--- config.mk ---
export PLATFORM = sky130hd
export DESIGN_NAME = adc_auto_sequencer
export DESIGN_NICKNAME = d
export VERILOG_FILES = /design/src/design/adc_auto_sequencer.v /design/src/design/adc_clk_divider.v
export VERILOG_INCLUDE_DIRS = /design/src /design/src/design
export SDC_FILE = /design/constraint.sdc
export NUM_CORES = 1
export LEC_CHECK = 0
export ABC_CLOCK_PERIOD_IN_PS = 7400
export CORE_MARGIN = 3
export CORE_UTILIZATION = 50
export DETAILED_ROUTE_END_ITERATION = 10
export DONT_BUFFER_PORTS = 1
export PLACE_DENSITY = 0.75
export REMOVE_ABC_BUFFERS = 1
export SETUP_SLACK_MARGIN = 0.3
export SLEW_MARGIN = 10
export SYNTH_ARGS = -nofsm -noshare
export SYNTH_HDL_FRONTEND = slang
export SYNTH_SLANG_ARGS = --single-unit
--- constraint.sdc ---
create_clock -name clock_i -period 7.4 [get_ports clock_i]
set_input_delay 2.22 -clock clock_i [delete_from_list [all_inputs] [get_ports clock_i]]
set_output_delay 2.22 -clock clock_i [all_outputs]
set_load 0.02 [all_outputs]
--- src/design/adc_seq_regs.vh ---
// Register indices, field positions, reset values and channel codes of the auto-mode sequencer
`ifndef ADC_SEQ_REGS_VH
`define ADC_SEQ_REGS_VH

// Register indices; byte address is four times the index
`define IDX_INT_STATUS   8'he0
`define IDX_INT_MASK     8'he1
`define IDX_SEL_MISC     8'he8
`define IDX_SEL_LEFT     8'he9
`define IDX_SEL_RIGHT    8'hea
`define IDX_MISC_CAP_LO  8'hef
`define IDX_LR_CAP_LO    8'hf0
`define IDX_LEN_HI       8'hf1
`define IDX_CHAN_CTRL    8'hf2
`define IDX_CLK_DIV      8'hf4
`define IDX_RESULT_LO    8'hf7
`define IDX_RESULT_HI    8'hf8
`define IDX_POWER        8'hfc

// Field positions
`define LEN_SET_MSB      3
`define LEN_LR_MSB       5
`define LEN_LR_LSB       4
`define LEN_MISC_MSB     7
`define LEN_MISC_LSB     6
`define CTRL_EN_MSB      2
`define CTRL_MAX_MSB     6
`define CTRL_MAX_LSB     4
`define POWER_DOWN_BIT   5
`define RESULT_VALID_BIT 7

// Reset values
`define RST_BYTE         8'h00
`define RST_POWER        8'h20

// Channel codes on the sequencer side
`define CH_LEFT          2'h0
`define CH_RIGHT         2'h1
`define CH_MISC          2'h2
`define CH_NONE          2'h3

`endif

--- src/design/adc_auto_sequencer.v ---
// Auto-mode converter sequencer with APB register file and capture interrupts
`timescale 1ns/1ps
`default_nettype none
`include "adc_seq_regs.vh"
module adc_auto_sequencer #(
	parameter DATA_W = 15,
	parameter LEN_W  = 10
) (
	input  wire              clock_i,
	input  wire              rst_i,
	input  wire              psel_i,
	input  wire              penable_i,
	input  wire              pwrite_i,
	input  wire [11:0]       paddr_i,
	input  wire [31:0]       pwdata_i,
	output reg  [31:0]       prdata_o,
	output reg               pready_o,
	output reg               pslverr_o,
	input  wire [DATA_W-1:0] adc_data_i,
	output reg               adc_run_o,
	output reg  [1:0]        adc_chan_o,
	output reg  [3:0]        ain_p_o,
	output reg  [3:0]        ain_n_o,
	output reg  [7:0]        portb_p_o,
	output reg  [7:0]        portb_n_o,
	output wire              adc_clk_en_o,
	output reg  [DATA_W-1:0] left_result_o,
	output reg  [DATA_W-1:0] right_result_o,
	output reg  [DATA_W-1:0] misc_result_o,
	output reg               result_valid_flag_o,
	output reg               irq_o
);
	localparam [2:0] ST_IDLE = 3'b001;
	localparam [2:0] ST_SET  = 3'b010;
	localparam [2:0] ST_CAPT = 3'b100;
	// Power-down comes up set so the sequencer idles until software wakes it
	localparam [7:0] RST_POWER_BYTE = `RST_POWER;

	// Software-visible configuration
	reg [7:0] sel_misc;
	reg [7:0] sel_left;
	reg [7:0] sel_right;
	reg [7:0] misc_cap_lo;
	reg [7:0] lr_cap_lo;
	reg [7:0] len_hi;
	reg [7:0] chan_ctrl;
	reg [2:0] clk_div;
	reg       power_down;
	reg [2:0] int_status;
	reg [2:0] int_mask;

	// Sequencer state
	reg [2:0]       state;
	reg [2:0]       state_idx;
	reg [LEN_W-1:0] cycle_cnt;
	reg [2:0]       next_state;
	reg [2:0]       next_idx;

	wire [LEN_W-1:0] misc_capture_length;
	wire [LEN_W-1:0] lr_capture_length;
	wire [3:0]       set_length;
	wire [2:0]       max_idx;
	wire [2:0]       eff_en;
	wire             seq_enable;
	wire [1:0]       cur_ch;
	wire [7:0]       cur_sel;
	wire             last_idx;
	reg  [LEN_W-1:0] state_len;
	wire             state_done;
	wire             capt_end;
	wire [2:0]       capt_event;

	// APB decode
	wire       access;
	wire       wr_strobe;
	wire       rd_take;
	wire [7:0] reg_idx;
	wire       addr_ok;
	wire [7:0] wbyte;

	function [1:0] slot_chan;
		input [2:0] en;
		input [1:0] slot;
		reg   [1:0] k;
		integer     i;
		begin
			slot_chan = `CH_NONE;
			k = 2'd0;
			for (i = 0; i < 3; i = i + 1) begin
				if (en[i]) begin
					if (k == slot && slot_chan == `CH_NONE)
						slot_chan = i[1:0];
					k = k + 2'd1;
				end
			end
		end
	endfunction

	// Codes 1..8 pick port B bits 0..7; anything else selects no port B pin
	function [7:0] portb_bit;
		input [3:0] code;
		begin
			if (code >= 4'h1 && code <= 4'h8)
				portb_bit = 8'h01 << (code - 4'h1);
			else
				portb_bit = 8'h00;
		end
	endfunction

	function [7:0] sel_of;
		input [1:0] ch;
		input [7:0] l;
		input [7:0] r;
		input [7:0] m;
		begin
			case (ch)
				`CH_LEFT:  sel_of = l;
				`CH_RIGHT: sel_of = r;
				`CH_MISC:  sel_of = m;
				default:   sel_of = 8'h00;
			endcase
		end
	endfunction

	function mapped;
		input [7:0] idx;
		begin
			case (idx)
				`IDX_INT_STATUS, `IDX_INT_MASK, `IDX_SEL_MISC, `IDX_SEL_LEFT,
				`IDX_SEL_RIGHT, `IDX_MISC_CAP_LO, `IDX_LR_CAP_LO, `IDX_LEN_HI,
				`IDX_CHAN_CTRL, `IDX_CLK_DIV, `IDX_RESULT_LO, `IDX_RESULT_HI,
				`IDX_POWER: mapped = 1'b1;
				default:    mapped = 1'b0;
			endcase
		end
	endfunction

	assign misc_capture_length = {len_hi[`LEN_MISC_MSB:`LEN_MISC_LSB], misc_cap_lo};
	assign lr_capture_length   = {len_hi[`LEN_LR_MSB:`LEN_LR_LSB], lr_cap_lo};
	assign set_length          = len_hi[`LEN_SET_MSB:0];
	assign max_idx             = chan_ctrl[`CTRL_MAX_MSB:`CTRL_MAX_LSB];
	// Right is masked off unless left is on, whatever software wrote
	assign eff_en     = {chan_ctrl[2], chan_ctrl[1] & chan_ctrl[0], chan_ctrl[0]};
	assign seq_enable = ~power_down & (|eff_en);
	// Even index is a Set state, odd the Capture state of the same slot
	assign cur_ch     = slot_chan(eff_en, state_idx[2:1]);
	// One decode of the slot's select byte feeds both nibbles and both port B maps
	assign cur_sel    = sel_of(cur_ch, sel_left, sel_right, sel_misc);
	// The maximum index counts the states of a period, so the last one is max-1
	assign last_idx   = ({1'b0, state_idx} + 4'd1) >= {1'b0, max_idx};

	always @* begin
		state_len = {{(LEN_W-4){1'b0}}, set_length};
		if (state == ST_CAPT) begin
			if (cur_ch == `CH_MISC)
				state_len = misc_capture_length;
			else
				state_len = lr_capture_length;
		end
	end

	// A zero length still takes one cycle so the sequence cannot stall
	assign state_done = ({1'b0, cycle_cnt} + {{LEN_W{1'b0}}, 1'b1}) >= {1'b0, state_len};
	assign capt_end   = (state == ST_CAPT) && state_done && seq_enable && (cur_ch != `CH_NONE);
	assign capt_event = capt_end ? (3'b001 << cur_ch) : 3'b000;

	always @* begin
		next_state = state;
		next_idx   = state_idx;
		case (state)
			ST_IDLE: begin
				next_idx = 3'd0;
				if (seq_enable)
					next_state = ST_SET;
			end
			ST_SET, ST_CAPT: begin
				if (!seq_enable) begin
					next_state = ST_IDLE;
					next_idx   = 3'd0;
				end else if (state_done) begin
					next_idx   = last_idx ? 3'd0 : state_idx + 3'd1;
					next_state = next_idx[0] ? ST_CAPT : ST_SET;
				end
			end
			default: begin
				next_state = ST_IDLE;
				next_idx   = 3'd0;
			end
		endcase
	end

	always @(posedge clock_i or posedge rst_i) begin
		if (rst_i) begin
			state     <= ST_IDLE;
			state_idx <= 3'd0;
			cycle_cnt <= {LEN_W{1'b0}};
		end else begin
			state     <= next_state;
			state_idx <= next_idx;
			if (state_done || next_state != state || state == ST_IDLE)
				cycle_cnt <= {LEN_W{1'b0}};
			else
				cycle_cnt <= cycle_cnt + {{(LEN_W-1){1'b0}}, 1'b1};
		end
	end

	// Run strobe, channel and input selects toward the converter core
	always @(posedge clock_i or posedge rst_i) begin
		if (rst_i) begin
			adc_run_o  <= 1'b0;
			adc_chan_o <= `CH_NONE;
			ain_p_o    <= 4'h0;
			ain_n_o    <= 4'h0;
			portb_p_o  <= 8'h00;
			portb_n_o  <= 8'h00;
		end else begin
			adc_run_o <= seq_enable && (next_state == ST_CAPT) &&
				(state != ST_CAPT || next_idx != state_idx) &&
				(slot_chan(eff_en, next_idx[2:1]) != `CH_NONE);
			adc_chan_o <= (state == ST_IDLE) ? `CH_NONE : cur_ch;
			// Selects follow the current slot one cycle late; the Set state covers the lag
			ain_p_o   <= cur_sel[7:4];
			ain_n_o   <= cur_sel[3:0];
			portb_p_o <= portb_bit(cur_sel[7:4]);
			portb_n_o <= portb_bit(cur_sel[3:0]);
		end
	end

	// Results hold until their own channel captures again
	always @(posedge clock_i or posedge rst_i) begin
		if (rst_i) begin
			left_result_o       <= {DATA_W{1'b0}};
			right_result_o      <= {DATA_W{1'b0}};
			misc_result_o       <= {DATA_W{1'b0}};
			result_valid_flag_o <= 1'b0;
		end else begin
			if (capt_event[0])
				left_result_o <= adc_data_i;
			if (capt_event[1])
				right_result_o <= adc_data_i;
			if (capt_event[2])
				misc_result_o <= adc_data_i;
			// Cleared by hardware when the next conversion is launched
			if (capt_end)
				result_valid_flag_o <= 1'b1;
			else if (adc_run_o)
				result_valid_flag_o <= 1'b0;
		end
	end

	assign access    = psel_i & penable_i;
	assign wr_strobe = access & pready_o & pwrite_i;
	assign rd_take   = access & ~pready_o;
	assign reg_idx   = paddr_i[9:2];
	assign addr_ok   = (paddr_i[11:10] == 2'b00) && (paddr_i[1:0] == 2'b00) && mapped(reg_idx);
	assign wbyte     = pwdata_i[7:0];

	// One wait state: pready rises on the second access cycle with data already registered
	always @(posedge clock_i or posedge rst_i) begin
		if (rst_i) begin
			pready_o  <= 1'b0;
			pslverr_o <= 1'b0;
			prdata_o  <= 32'h00000000;
		end else begin
			pready_o  <= rd_take;
			pslverr_o <= rd_take & ~addr_ok;
			if (rd_take && !pwrite_i) begin
				case (reg_idx)
					`IDX_INT_STATUS:  prdata_o <= {29'h0, int_status};
					`IDX_INT_MASK:    prdata_o <= {29'h0, int_mask};
					`IDX_SEL_MISC:    prdata_o <= {24'h0, sel_misc};
					`IDX_SEL_LEFT:    prdata_o <= {24'h0, sel_left};
					`IDX_SEL_RIGHT:   prdata_o <= {24'h0, sel_right};
					`IDX_MISC_CAP_LO: prdata_o <= {24'h0, misc_cap_lo};
					`IDX_LR_CAP_LO:   prdata_o <= {24'h0, lr_cap_lo};
					`IDX_LEN_HI:      prdata_o <= {24'h0, len_hi};
					`IDX_CHAN_CTRL:   prdata_o <= {24'h0, chan_ctrl};
					`IDX_CLK_DIV:     prdata_o <= {29'h0, clk_div};
					`IDX_RESULT_LO:   prdata_o <= {24'h0, misc_result_o[7:0]};
					`IDX_RESULT_HI:   prdata_o <= {24'h0, result_valid_flag_o,
						misc_result_o[14:8]};
					`IDX_POWER:       prdata_o <= {26'h0, power_down, 5'h00};
					default:          prdata_o <= 32'h00000000;
				endcase
			end
		end
	end

	// Configuration writes; result registers are read-only
	always @(posedge clock_i or posedge rst_i) begin
		if (rst_i) begin
			sel_misc    <= `RST_BYTE;
			sel_left    <= `RST_BYTE;
			sel_right   <= `RST_BYTE;
			misc_cap_lo <= `RST_BYTE;
			lr_cap_lo   <= `RST_BYTE;
			len_hi      <= `RST_BYTE;
			chan_ctrl   <= `RST_BYTE;
			clk_div     <= 3'h0;
			power_down  <= RST_POWER_BYTE[`POWER_DOWN_BIT];
			int_mask    <= 3'h0;
		end else if (wr_strobe) begin
			case (reg_idx)
				`IDX_SEL_MISC:    sel_misc    <= wbyte;
				`IDX_SEL_LEFT:    sel_left    <= wbyte;
				`IDX_SEL_RIGHT:   sel_right   <= wbyte;
				`IDX_MISC_CAP_LO: misc_cap_lo <= wbyte;
				`IDX_LR_CAP_LO:   lr_cap_lo   <= wbyte;
				`IDX_LEN_HI:      len_hi      <= wbyte;
				`IDX_CHAN_CTRL:   chan_ctrl   <= wbyte & 8'h77;
				`IDX_CLK_DIV:     clk_div     <= wbyte[2:0];
				`IDX_POWER:       power_down  <= wbyte[`POWER_DOWN_BIT];
				`IDX_INT_MASK:    int_mask    <= wbyte[2:0];
				default:          power_down  <= power_down;
			endcase
		end
	end

	// Sticky capture events; a new event wins over a write-one clear
	always @(posedge clock_i or posedge rst_i) begin
		if (rst_i) begin
			int_status <= 3'h0;
			irq_o      <= 1'b0;
		end else begin
			if (wr_strobe && reg_idx == `IDX_INT_STATUS)
				int_status <= (int_status & ~wbyte[2:0]) | capt_event;
			else
				int_status <= int_status | capt_event;
			irq_o <= |(int_status & int_mask);
		end
	end

	adc_clk_divider #(
		.DIV_W (3)
	) adc_clk_divider_inst (
		.clock_i  (clock_i),
		.rst_i    (rst_i),
		.div_i    (clk_div),
		.clk_en_o (adc_clk_en_o)
	);
endmodule
`default_nettype wire

--- src/design/adc_clk_divider.v ---
// Converter clock enable: one pulse every divider+1 crystal cycles
`timescale 1ns/1ps
`default_nettype none
module adc_clk_divider #(
	parameter DIV_W = 3
) (
	input  wire             clock_i,
	input  wire             rst_i,
	input  wire [DIV_W-1:0] div_i,
	output reg              clk_en_o
);
	reg [DIV_W-1:0] count;

	always @(posedge clock_i or posedge rst_i) begin
		if (rst_i) begin
			count    <= {DIV_W{1'b0}};
			clk_en_o <= 1'b0;
		end else if (count >= div_i) begin
			count    <= {DIV_W{1'b0}};
			clk_en_o <= 1'b1;
		end else begin
			count    <= count + {{(DIV_W-1){1'b0}}, 1'b1};
			clk_en_o <= 1'b0;
		end
	end
endmodule
`default_nettype wire

# Word level (Yosys, flattened, before mapping)
# Index checks and enable logic that the tools add are counted.
# op_classes
order_cmp	7
muxes	38
n_eq_ne	32
reduce_logical	40
addsub	8
bitwise	15
shift	3
# op_table
op	count
$eq 8x8->1 const B	13
$pmux 8 s13	1
$mux 3	11
$mux 10	3
$mux 2	14
$pmux 8 s3	1
$reduce_and 2->1	10
$logic_and 1x1->1	16
$mux 8	2
$shl 1x4->8 const A	2
$reduce_or 13->1	1
$add 10x1->11 const B	1
$ge 11x10->1	1
$add 10x1->10 const B	1
$eq 2x2->1 const B	5
$logic_not 2->1	5
$eq 2x2->1	4
$ge 4x1->1 const B	2
$le 4x4->1 const B	2
$sub 4x1->4 const B	2
$and 1x1->1	7
$add 3x1->3 const B	2
$and 3x3->3	2
$eq 3x3->1 const B	2
21 further kinds	33
# totals
elab_cells	173
output_inout_bits	109
register_bits	192
in_bits	64

# Depth between registers and ports, before layout
# Gate-level depths: netlist of run 1.
# logic_depth
depth_word	31
depth_mapped	16
mapped_depth_nobuf	13

# Hierarchy
# Synthesis of run 1 repeated with hierarchy kept, for this count alone.
# hier_totals
hier_cells	738
hier_area_um2	8239.2
# by_module_without_submodules
mod	instances	cells_each	area_per_inst_um2	seq_area_each_um2
adc_auto_sequencer	1	718	8012.7	4108.9
adc_clk_divider	1	20	226.5	100.1

# Least setup slack after synthesis of run 1
# No wires, ideal clock.
# synth_timing
kind	input -> register
start	input port paddr_i[4]
end	register len_hi[0]
setup_time_ps	125
path_stages	6
required_ps	7275
arrival_ps	3495
setup_slack_ps	3780
n_path_buf	1
path_cell_list	or2_1 > clkbuf_1 > or2_2 > nor2_4 > nand2_2 > mux2_2
# synth_between
elab_chain_cells	2
# synth_rtl
element	line	rtl
from (decl)	adc_auto_sequencer.v:14	input wire [11:0] paddr_i,
$eq 8x8->1	adc_auto_sequencer.v:303	case (reg_idx)
$reduce_and 2->1 (no source line)	n/a	
to (signal assigned)	adc_auto_sequencer.v:297	len_hi <= `RST_BYTE;
to (signal assigned)	adc_auto_sequencer.v:309	`IDX_LEN_HI: len_hi <= wbyte;
to (decl)	adc_auto_sequencer.v:45	reg [7:0] len_hi;
# Every way passes these cells.
# A chain may end at the register's enable or synchronous reset.

# Worst setup path in the final report of run 1
# layout_timing
start	register chan_ctrl[0]
end	register left_result_o[1]
# layout_between
elab_chain_cells	17
# layout_rtl
element	line	rtl
from (decl)	adc_auto_sequencer.v:46	reg [7:0] chan_ctrl;
from (signal assigned)	adc_auto_sequencer.v:298	chan_ctrl <= `RST_BYTE;
from (signal assigned)	adc_auto_sequencer.v:310	`IDX_CHAN_CTRL: chan_ctrl <= wbyte & 8'h77;
$mux 1 / $mux 2 (equally long branches)	adc_auto_sequencer.v:90	if (en[i]) begin
$eq 2x2->1, on equally long branches	n/a	
$logic_and 1x1->1 (no source line)	n/a	
$mux 2	adc_auto_sequencer.v:91	if (k == slot && slot_chan == `CH_NONE)
$mux 2	adc_auto_sequencer.v:90	
$eq 2x2->1 (no source line)	n/a	
$logic_and 1x1->1 (no source line)	n/a	
$mux 2	adc_auto_sequencer.v:91	
$mux 2	adc_auto_sequencer.v:90	
$eq 2x2->1	n/a	
$mux 10	adc_auto_sequencer.v:155	if (cur_ch == `CH_MISC)
$mux 10	adc_auto_sequencer.v:154	if (state == ST_CAPT) begin
$ge 11x10->1	adc_auto_sequencer.v:163	assign state_done = ({1'b0, cycle_cnt} + {{LEN_W{1'b0}}, 1'b1}) >= {1'b0, state_len};
$logic_and 1x1->1 (3 in a row)	adc_auto_sequencer.v:164	assign capt_end = (state == ST_CAPT) && state_done && seq_enable && (cur_ch != `CH_NONE);
$mux 3 *	adc_auto_sequencer.v:165	assign capt_event = capt_end ? (3'b001 << cur_ch) : 3'b000;
to (signal assigned)	adc_auto_sequencer.v:232	left_result_o <= {DATA_W{1'b0}};
to (signal assigned)	adc_auto_sequencer.v:238	left_result_o <= adc_data_i;
to (decl)	adc_auto_sequencer.v:27	output reg [DATA_W-1:0] left_result_o,
# Mark *: on every way between the ends. The rest lies on a longest branch, timed or not.

==> out/qor.yml, run 1 <==
critical_path:
  critPathBufInv: 0
  path_class: "reg2reg"
  endpoint_kind: "flop"
  start_kind: "flop"
  critPathTopFamily: "compound AO/OA/AOI/OAI gates"
  crit_arrival_ps: 4820
  slowest_delay_ps: 640
  cp.required_ps: 7710
  crit_chain: "nand2_1 > nor3_1 > o21a_1 > nand2_1 > a21oi_1 > a21oi_1 > ha_1 > nand2_1 > o21ai_0 > a21oi_1 > o21ai_2 > nand3_2 > mux2_2"
  cp_max_fo: 16
  slowest_stage: "o21ai_2"
drt:
  drtPass1Iterations: 5
  drc: 0
  vias_per_cell: 6.06
  drtAntennaViolNets: 0
  drt-initial-drc-count: 435
  wirelength_um: 20500
  wl_per_cell_um: 22.0
  vias: 5660
sta:
  setup_tns_ps: 0
  rsz0062_at_grt: "false"
  worst_slew_pin_slew_ps: 1070
  setup_viol: 0
  slew_headroom_pct: 28.5
  post-route-min-period_ps: 4500
  hold-worst-slack_ps: 487
  skew_ps: 8.35
  worst_slack_ps: 2900
  hold_viol: 0
  max_freq_mhz: 222
  fin_crit_sh_pct: 60.9
  report.final.slew_viol_count: 0
synth:
  yosysWarnings: 0
  synth.cell_area_um2: 8120
  synth_seq_cells: 168
  synth-edff-count: 0
  async_flop_share_pct: 100
  syn_inst: 717
  synth_cell_type_count: 67
  synth_area_per_cell_um2: 11.3
  yosysSeqAreaShare_pct: 51.9
  ys.flop_type: "dfrtp_1"
clock_tree:
  h-tree-depth: 4
  insertion_delay_ps: 430
  cts.repair.resized: 0
  postCtsHoldBufs: 0
  cts_num_sinks: 168
  clockBufferDepth: 2
  post_cts_buffers: 0
  clk_pin_slew_ps: 70
  cts-root-buf: "clkbuf_16"
  cts_made_buffers: 17
  tritoncts: "built"
global_route:
  grt_usage_pct: 23.3
  grt_pass1_wl_um: 32100
  gr-usage-met2_pct: 38.1
  overflow: 0
  grt.busiest_layer: "met2"
  first_global_vias: 5637
  grt_antenna_before_repair: 0
  grt_start_max_net_pins: 105
  gr-usage-met3_pct: 6.84
  grt_use_met1_pct: 30.0
cells_and_area:
  syn_to_final_growth_pct: 7.91
  drive_gt1_share_pct: 22.1
  fin_util_pct: 56.4
  fillCellCount: 1337
  final_cell_area_um2: 8760
  antennaDiodeCount: 0
  nNetsFinal: 793
power:
  vdd.ir_drop.worst_mv: 0.178
  p_leak_nw: 4.01
  powerDensity_nw_per_um2: 225
die:
  io_pins: 173
  dieHeight_um: 133
  core_area_um2: 15500
  dieArea_um2: 17800
  initial_core_util_pct: 52.2
  fp.dieW_um: 133
  row_count: 45
job:
  maxCapViolations: 0
placed_design:
  place_ws_ps: 3030
  place_area_um2: 8180
  gp_congestion: 1.01
  dp_hpwl_um: 14900
  port_buffers: 0
min_path:
  min_path_type: "reg2reg"
status:
  status: "finished clean"
[worst paths after layout]
path,startpoint,to,slack [ps],cells past startpoint
setup / recovery,chan_ctrl[0],left_result_o[1],2900,13
hold / removal,adc_clk_divider_inst.count[0],adc_clk_divider_inst.count[0],490,1
setup reg to reg,chan_ctrl[0],left_result_o[1],2900,13
hold reg to reg,adc_clk_divider_inst.count[0],adc_clk_divider_inst.count[0],490,1
max in group asynchronous,rst_i,adc_run_o,4210,2
min in group asynchronous,rst_i,right_result_o[8],1850,1
[cells by family after synthesis]
family,Yosys count,share of synthesized area [%]
compound gates,110,9.23
xor+xnor,13,1.40
fa+ha+maj,19,2.93
buf+inv,71,4.69
flops,168,51.9
mux,117,16.1
other cells,1,0.0462
simple gates,218,13.8
[metal layers]
metal,wire length [um],up-vias,part of all wire [%]
li1,-,2498,-
met1,8350,2828,41
met2,9850,297,48
met3,1880,37,9.2
met4,456,0,2.2
met5,0,-,0
[flip-flops by register name, indices dropped and copies added (netlist names), 10 cells and up]
| signal | count |
|---|---|
| left_result_o | 15 |
| misc_result_o | 15 |
| right_result_o | 15 |
| cycle_cnt | 10 |
[power by group]
group          leakage (nW)  switching [mW]  internal (mW)
Combinational          1.54          0.0608         0.0379
Sequential             2.18          0.0580          0.950
Clock                 0.281           0.390          0.477
Total                  4.01           0.509           1.46
[area by class of cell]
class                      instances  area (um^2)  area share (%)
tap                              211          264            3.01
inverter                          20         80.1           0.914
clock buffer                      17          425            4.86
timing repair buffer               2         15.0           0.171
sequential                       168         4210            48.1
clock inverter                    15          151            1.73
multi-input combinational        501         3610            41.3
[synth_stat cells (all sizes together), types with 5 or more instances]
cell	number	share of area, %
nor2b	7	0.54
nand3	18	1.3
clkbuf	12	0.55
nand2	78	3.6
a21boi	5	0.46
mux2i	13	1.6
a21oi	29	1.8
dfrtp	164	51
and2	12	0.92
nand2b	11	0.85
or3	7	0.54
inv	20	0.92
nor4	5	0.46
o21ai	14	0.91
a21o	5	0.46
nor2	34	1.7
a31oi	8	0.62
buf	39	3.2
a22oi	15	1.4
xnor2	9	0.97
mux2	104	14
nor3	28	1.9
ha	19	2.9
a221oi	6	0.65
[stage by stage]
step / total power, mW / instances
after floorplan: 1.09 / 689
after global placement: 1.12 / 902
after detailed placement: 1.12 / 902
after CTS: 1.99 / 934
after global routing: 2.04 / 934
final: 1.97 / 934
[layout by cell type (no fill, tap or decap), types with 3 or more instances in the layout]
master / synthesis / final
dfrtp_1: 164 / 164
mux2_2: 103 / 103
nand2_1: 77 / 77
nor2_1: 33 / 33
a21oi_1: 29 / 29
nor3_1: 25 / 25
conb_1: 1 / 24
ha_1: 19 / 19
inv_1: 19 / 18
clkbuf_16: 0 / 17
nand3_1: 15 / 15
a22oi_1: 15 / 15
mux2i_1: 13 / 13
and2_1: 12 / 12
nand2b_1: 11 / 11
o21ai_0: 11 / 11
inv_6: 0 / 10
xnor2_1: 9 / 9
a31oi_1: 8 / 8
nor2b_1: 7 / 7
or3_1: 7 / 7
a221oi_1: 6 / 6
a21o_1: 5 / 5
and3_1: 4 / 4
xor2_1: 4 / 4
o22ai_1: 4 / 4
nor4_1: 4 / 4
dfstp_2: 4 / 4
nand3b_1: 3 / 3
nand3_2: 3 / 3
nor3_2: 3 / 3
a21boi_1: 3 / 3
a222oi_1: 3 / 3
a22o_1: 3 / 3
(Power assumes the default switching activity.)
==> run 2, diff against run 1 <==
Settings changed: ABC_CLOCK_PERIOD_IN_PS 7400 to 4700.
Clock period 7.4 ns to 4.7 ns, I/O delays scaled along.
==> out/qor.yml, run 2 (synthesis results as in run 1) <==
cells_and_area:
  final_common_cell: "dfrtp_1"
  syn_to_final_growth_pct: 8.56
  drive_gt1_share_pct: 22.8
  final_cell_area_um2: 8810
  final_cell_mix: "164 x dfrtp_1, 103 x mux2_2, 77 x nand2_1, 33 x nor2_1, 29 x a21oi_1"
  reg_top3: "left_result_o: 15 flops, misc_result_o: 15 flops, right_result_o: 15 flops"
  antennaDiodeCount: 0
  nNetsFinal: 801
  fin_util_pct: 56.7
clock_tree:
  clockBufferDepth: 2
  clk_pin_slew_ps: 70
  cts.repair.resized: 0
  h-tree-depth: 4
  postCtsHoldBufs: 0
  insertion_delay_ps: 430
  post_cts_buffers: 0
  cts_num_sinks: 168
  cts-root-buf: "clkbuf_16"
  tritoncts: "built"
  cts_made_buffers: 17
min_path:
  hold_path_startpoint: "adc_clk_divider_inst.count[0]"
  hold_path_end: "adc_clk_divider_inst.count[0]"
  min_path_type: "reg2reg"
  hold_depth: 1
sta:
  post-route-min-period_ps: 3530
  setup_viol: 0
  setup_tns_ps: 0
  report.final.slew_viol_count: 0
  fin_crit_sh_pct: 75.2
  worst_slew_pin_slew_ps: 1050
  rsz0062_at_grt: "false"
  skew_ps: 11.3
  hold_viol: 0
  slew_headroom_pct: 29.7
  max_freq_mhz: 283
critical_path:
  cp.required_ps: 5020
  path_class: "reg2reg"
  reg2reg_depth: 15
  regToRegSetupSlack_ps: 1170
  endpoint_kind: "flop"
  reg2reg_to: "misc_result_o[10]"
  crit_arrival_ps: 3850
  start_kind: "flop"
  cp_max_fo: 16
  rr_startpoint: "chan_ctrl[1]"
drt:
  drt-initial-drc-count: 670
  drc: 0
  wl_per_cell_um: 21.7
  drtAntennaViolNets: 0
  vias: 5704
  vias_per_cell: 6.06
  drtPass1Iterations: 5
  wirelength_um: 20500
die:
  dieHeight_um: 133
  row_count: 45
  initial_core_util_pct: 52.2
  io_pins: 173
  fp.dieW_um: 133
  core_area_um2: 15500
  dieArea_um2: 17800
job:
  maxCapViolations: 0
placed_design:
  gp_congestion: 1.02
  port_buffers: 0
  dp_hpwl_um: 14800
  place_area_um2: 8240
status:
  status: "finished clean"
power:
  p_leak_nw: 4.04
  powerDensity_nw_per_um2: 351
  vdd.ir_drop.worst_mv: 0.288
global_route:
  grt_start_max_net_pins: 110
  grt_pass1_wl_um: 32800
  grt_use_met1_pct: 30.1
  gr-usage-met3_pct: 7.40
  first_global_vias: 5890
  grt_antenna_before_repair: 0
  overflow: 0
  grt.busiest_layer: "met2"
  gr-usage-met2_pct: 37.5
  grt_usage_pct: 23.7
[run 2: cell types whose count changed in the layout (fill, tap and decap cells not counted), sizes merged]
cell	previous run	this run
buf	2	10
inv	31	25
clkinv	1	6
clkbuf	17	18
[run 2: where the power goes]
part / total (mW) / switching, mW / internal (mW) / leakage [nW]
registers: 1.58 / 0.0890 / 1.50 / 2.18
clock network: 1.35 / 0.608 / 0.742 / 0.274
logic: 0.157 / 0.0962 / 0.0612 / 1.58
total: 3.09 / 0.793 / 2.30 / 4.04
[run 2: worst max-delay path by stage]
stage	start	end	slack [ps]	cells past startpoint
after floorplan	rst_i	adc_clk_divider_inst.clk_en_o	-1250	1
after global placement	chan_ctrl[0]	misc_result_o[2]	1330	15
after detailed placement	chan_ctrl[1]	misc_result_o[10]	1220	15
after CTS	chan_ctrl[1]	misc_result_o[6]	1190	15
after global routing	chan_ctrl[1]	cycle_cnt[4]	840	15
final	chan_ctrl[1]	misc_result_o[10]	1170	15
[run 2: critical path: stages, from the launching register on]
cell and delay (ps):
dfrtp_1 560, nand2_1 180, nor3_1 220, o21a_1 370, buf_4 240, nand2_1 110
a21oi_1 140, a21oi_1 70, ha_1 280, nand2_1 40, nor2_1 90, a21oi_1 100
o21ai_2 350, nand3_2 120, buf_4 230, mux2_2 290
[run 2: stage by stage]
step                hold WS [ps]  total power, mW  setup slack (ps)  instances
detailed placement           487             1.77              1220        910
floorplan                    431             1.72             -1250        689
global placement             447             1.76              1330        910
finish                       491             3.09              1170        942
global route                 526             3.20               844        942
CTS                          497             3.11              1190        942
[run 2: area by class of cell]
type | instances | area [um^2]
flip-flops and latches | 168 | 4210
clock inverters | 14 | 140
repair buffers | 10 | 75.1
multi-input cells | 501 | 3610
clock buffers | 18 | 429
inverters | 20 | 80.1
fillers | 1288 | 6730
well taps | 211 | 264
[run 2: per-layer routing]
layer,up-vias,wire length (um),share of wire (%)
li1,2515,-,-
met1,2877,8240,40
met2,269,9770,48
met3,43,1810,8.9
met4,0,660,3.2
met5,-,0,0
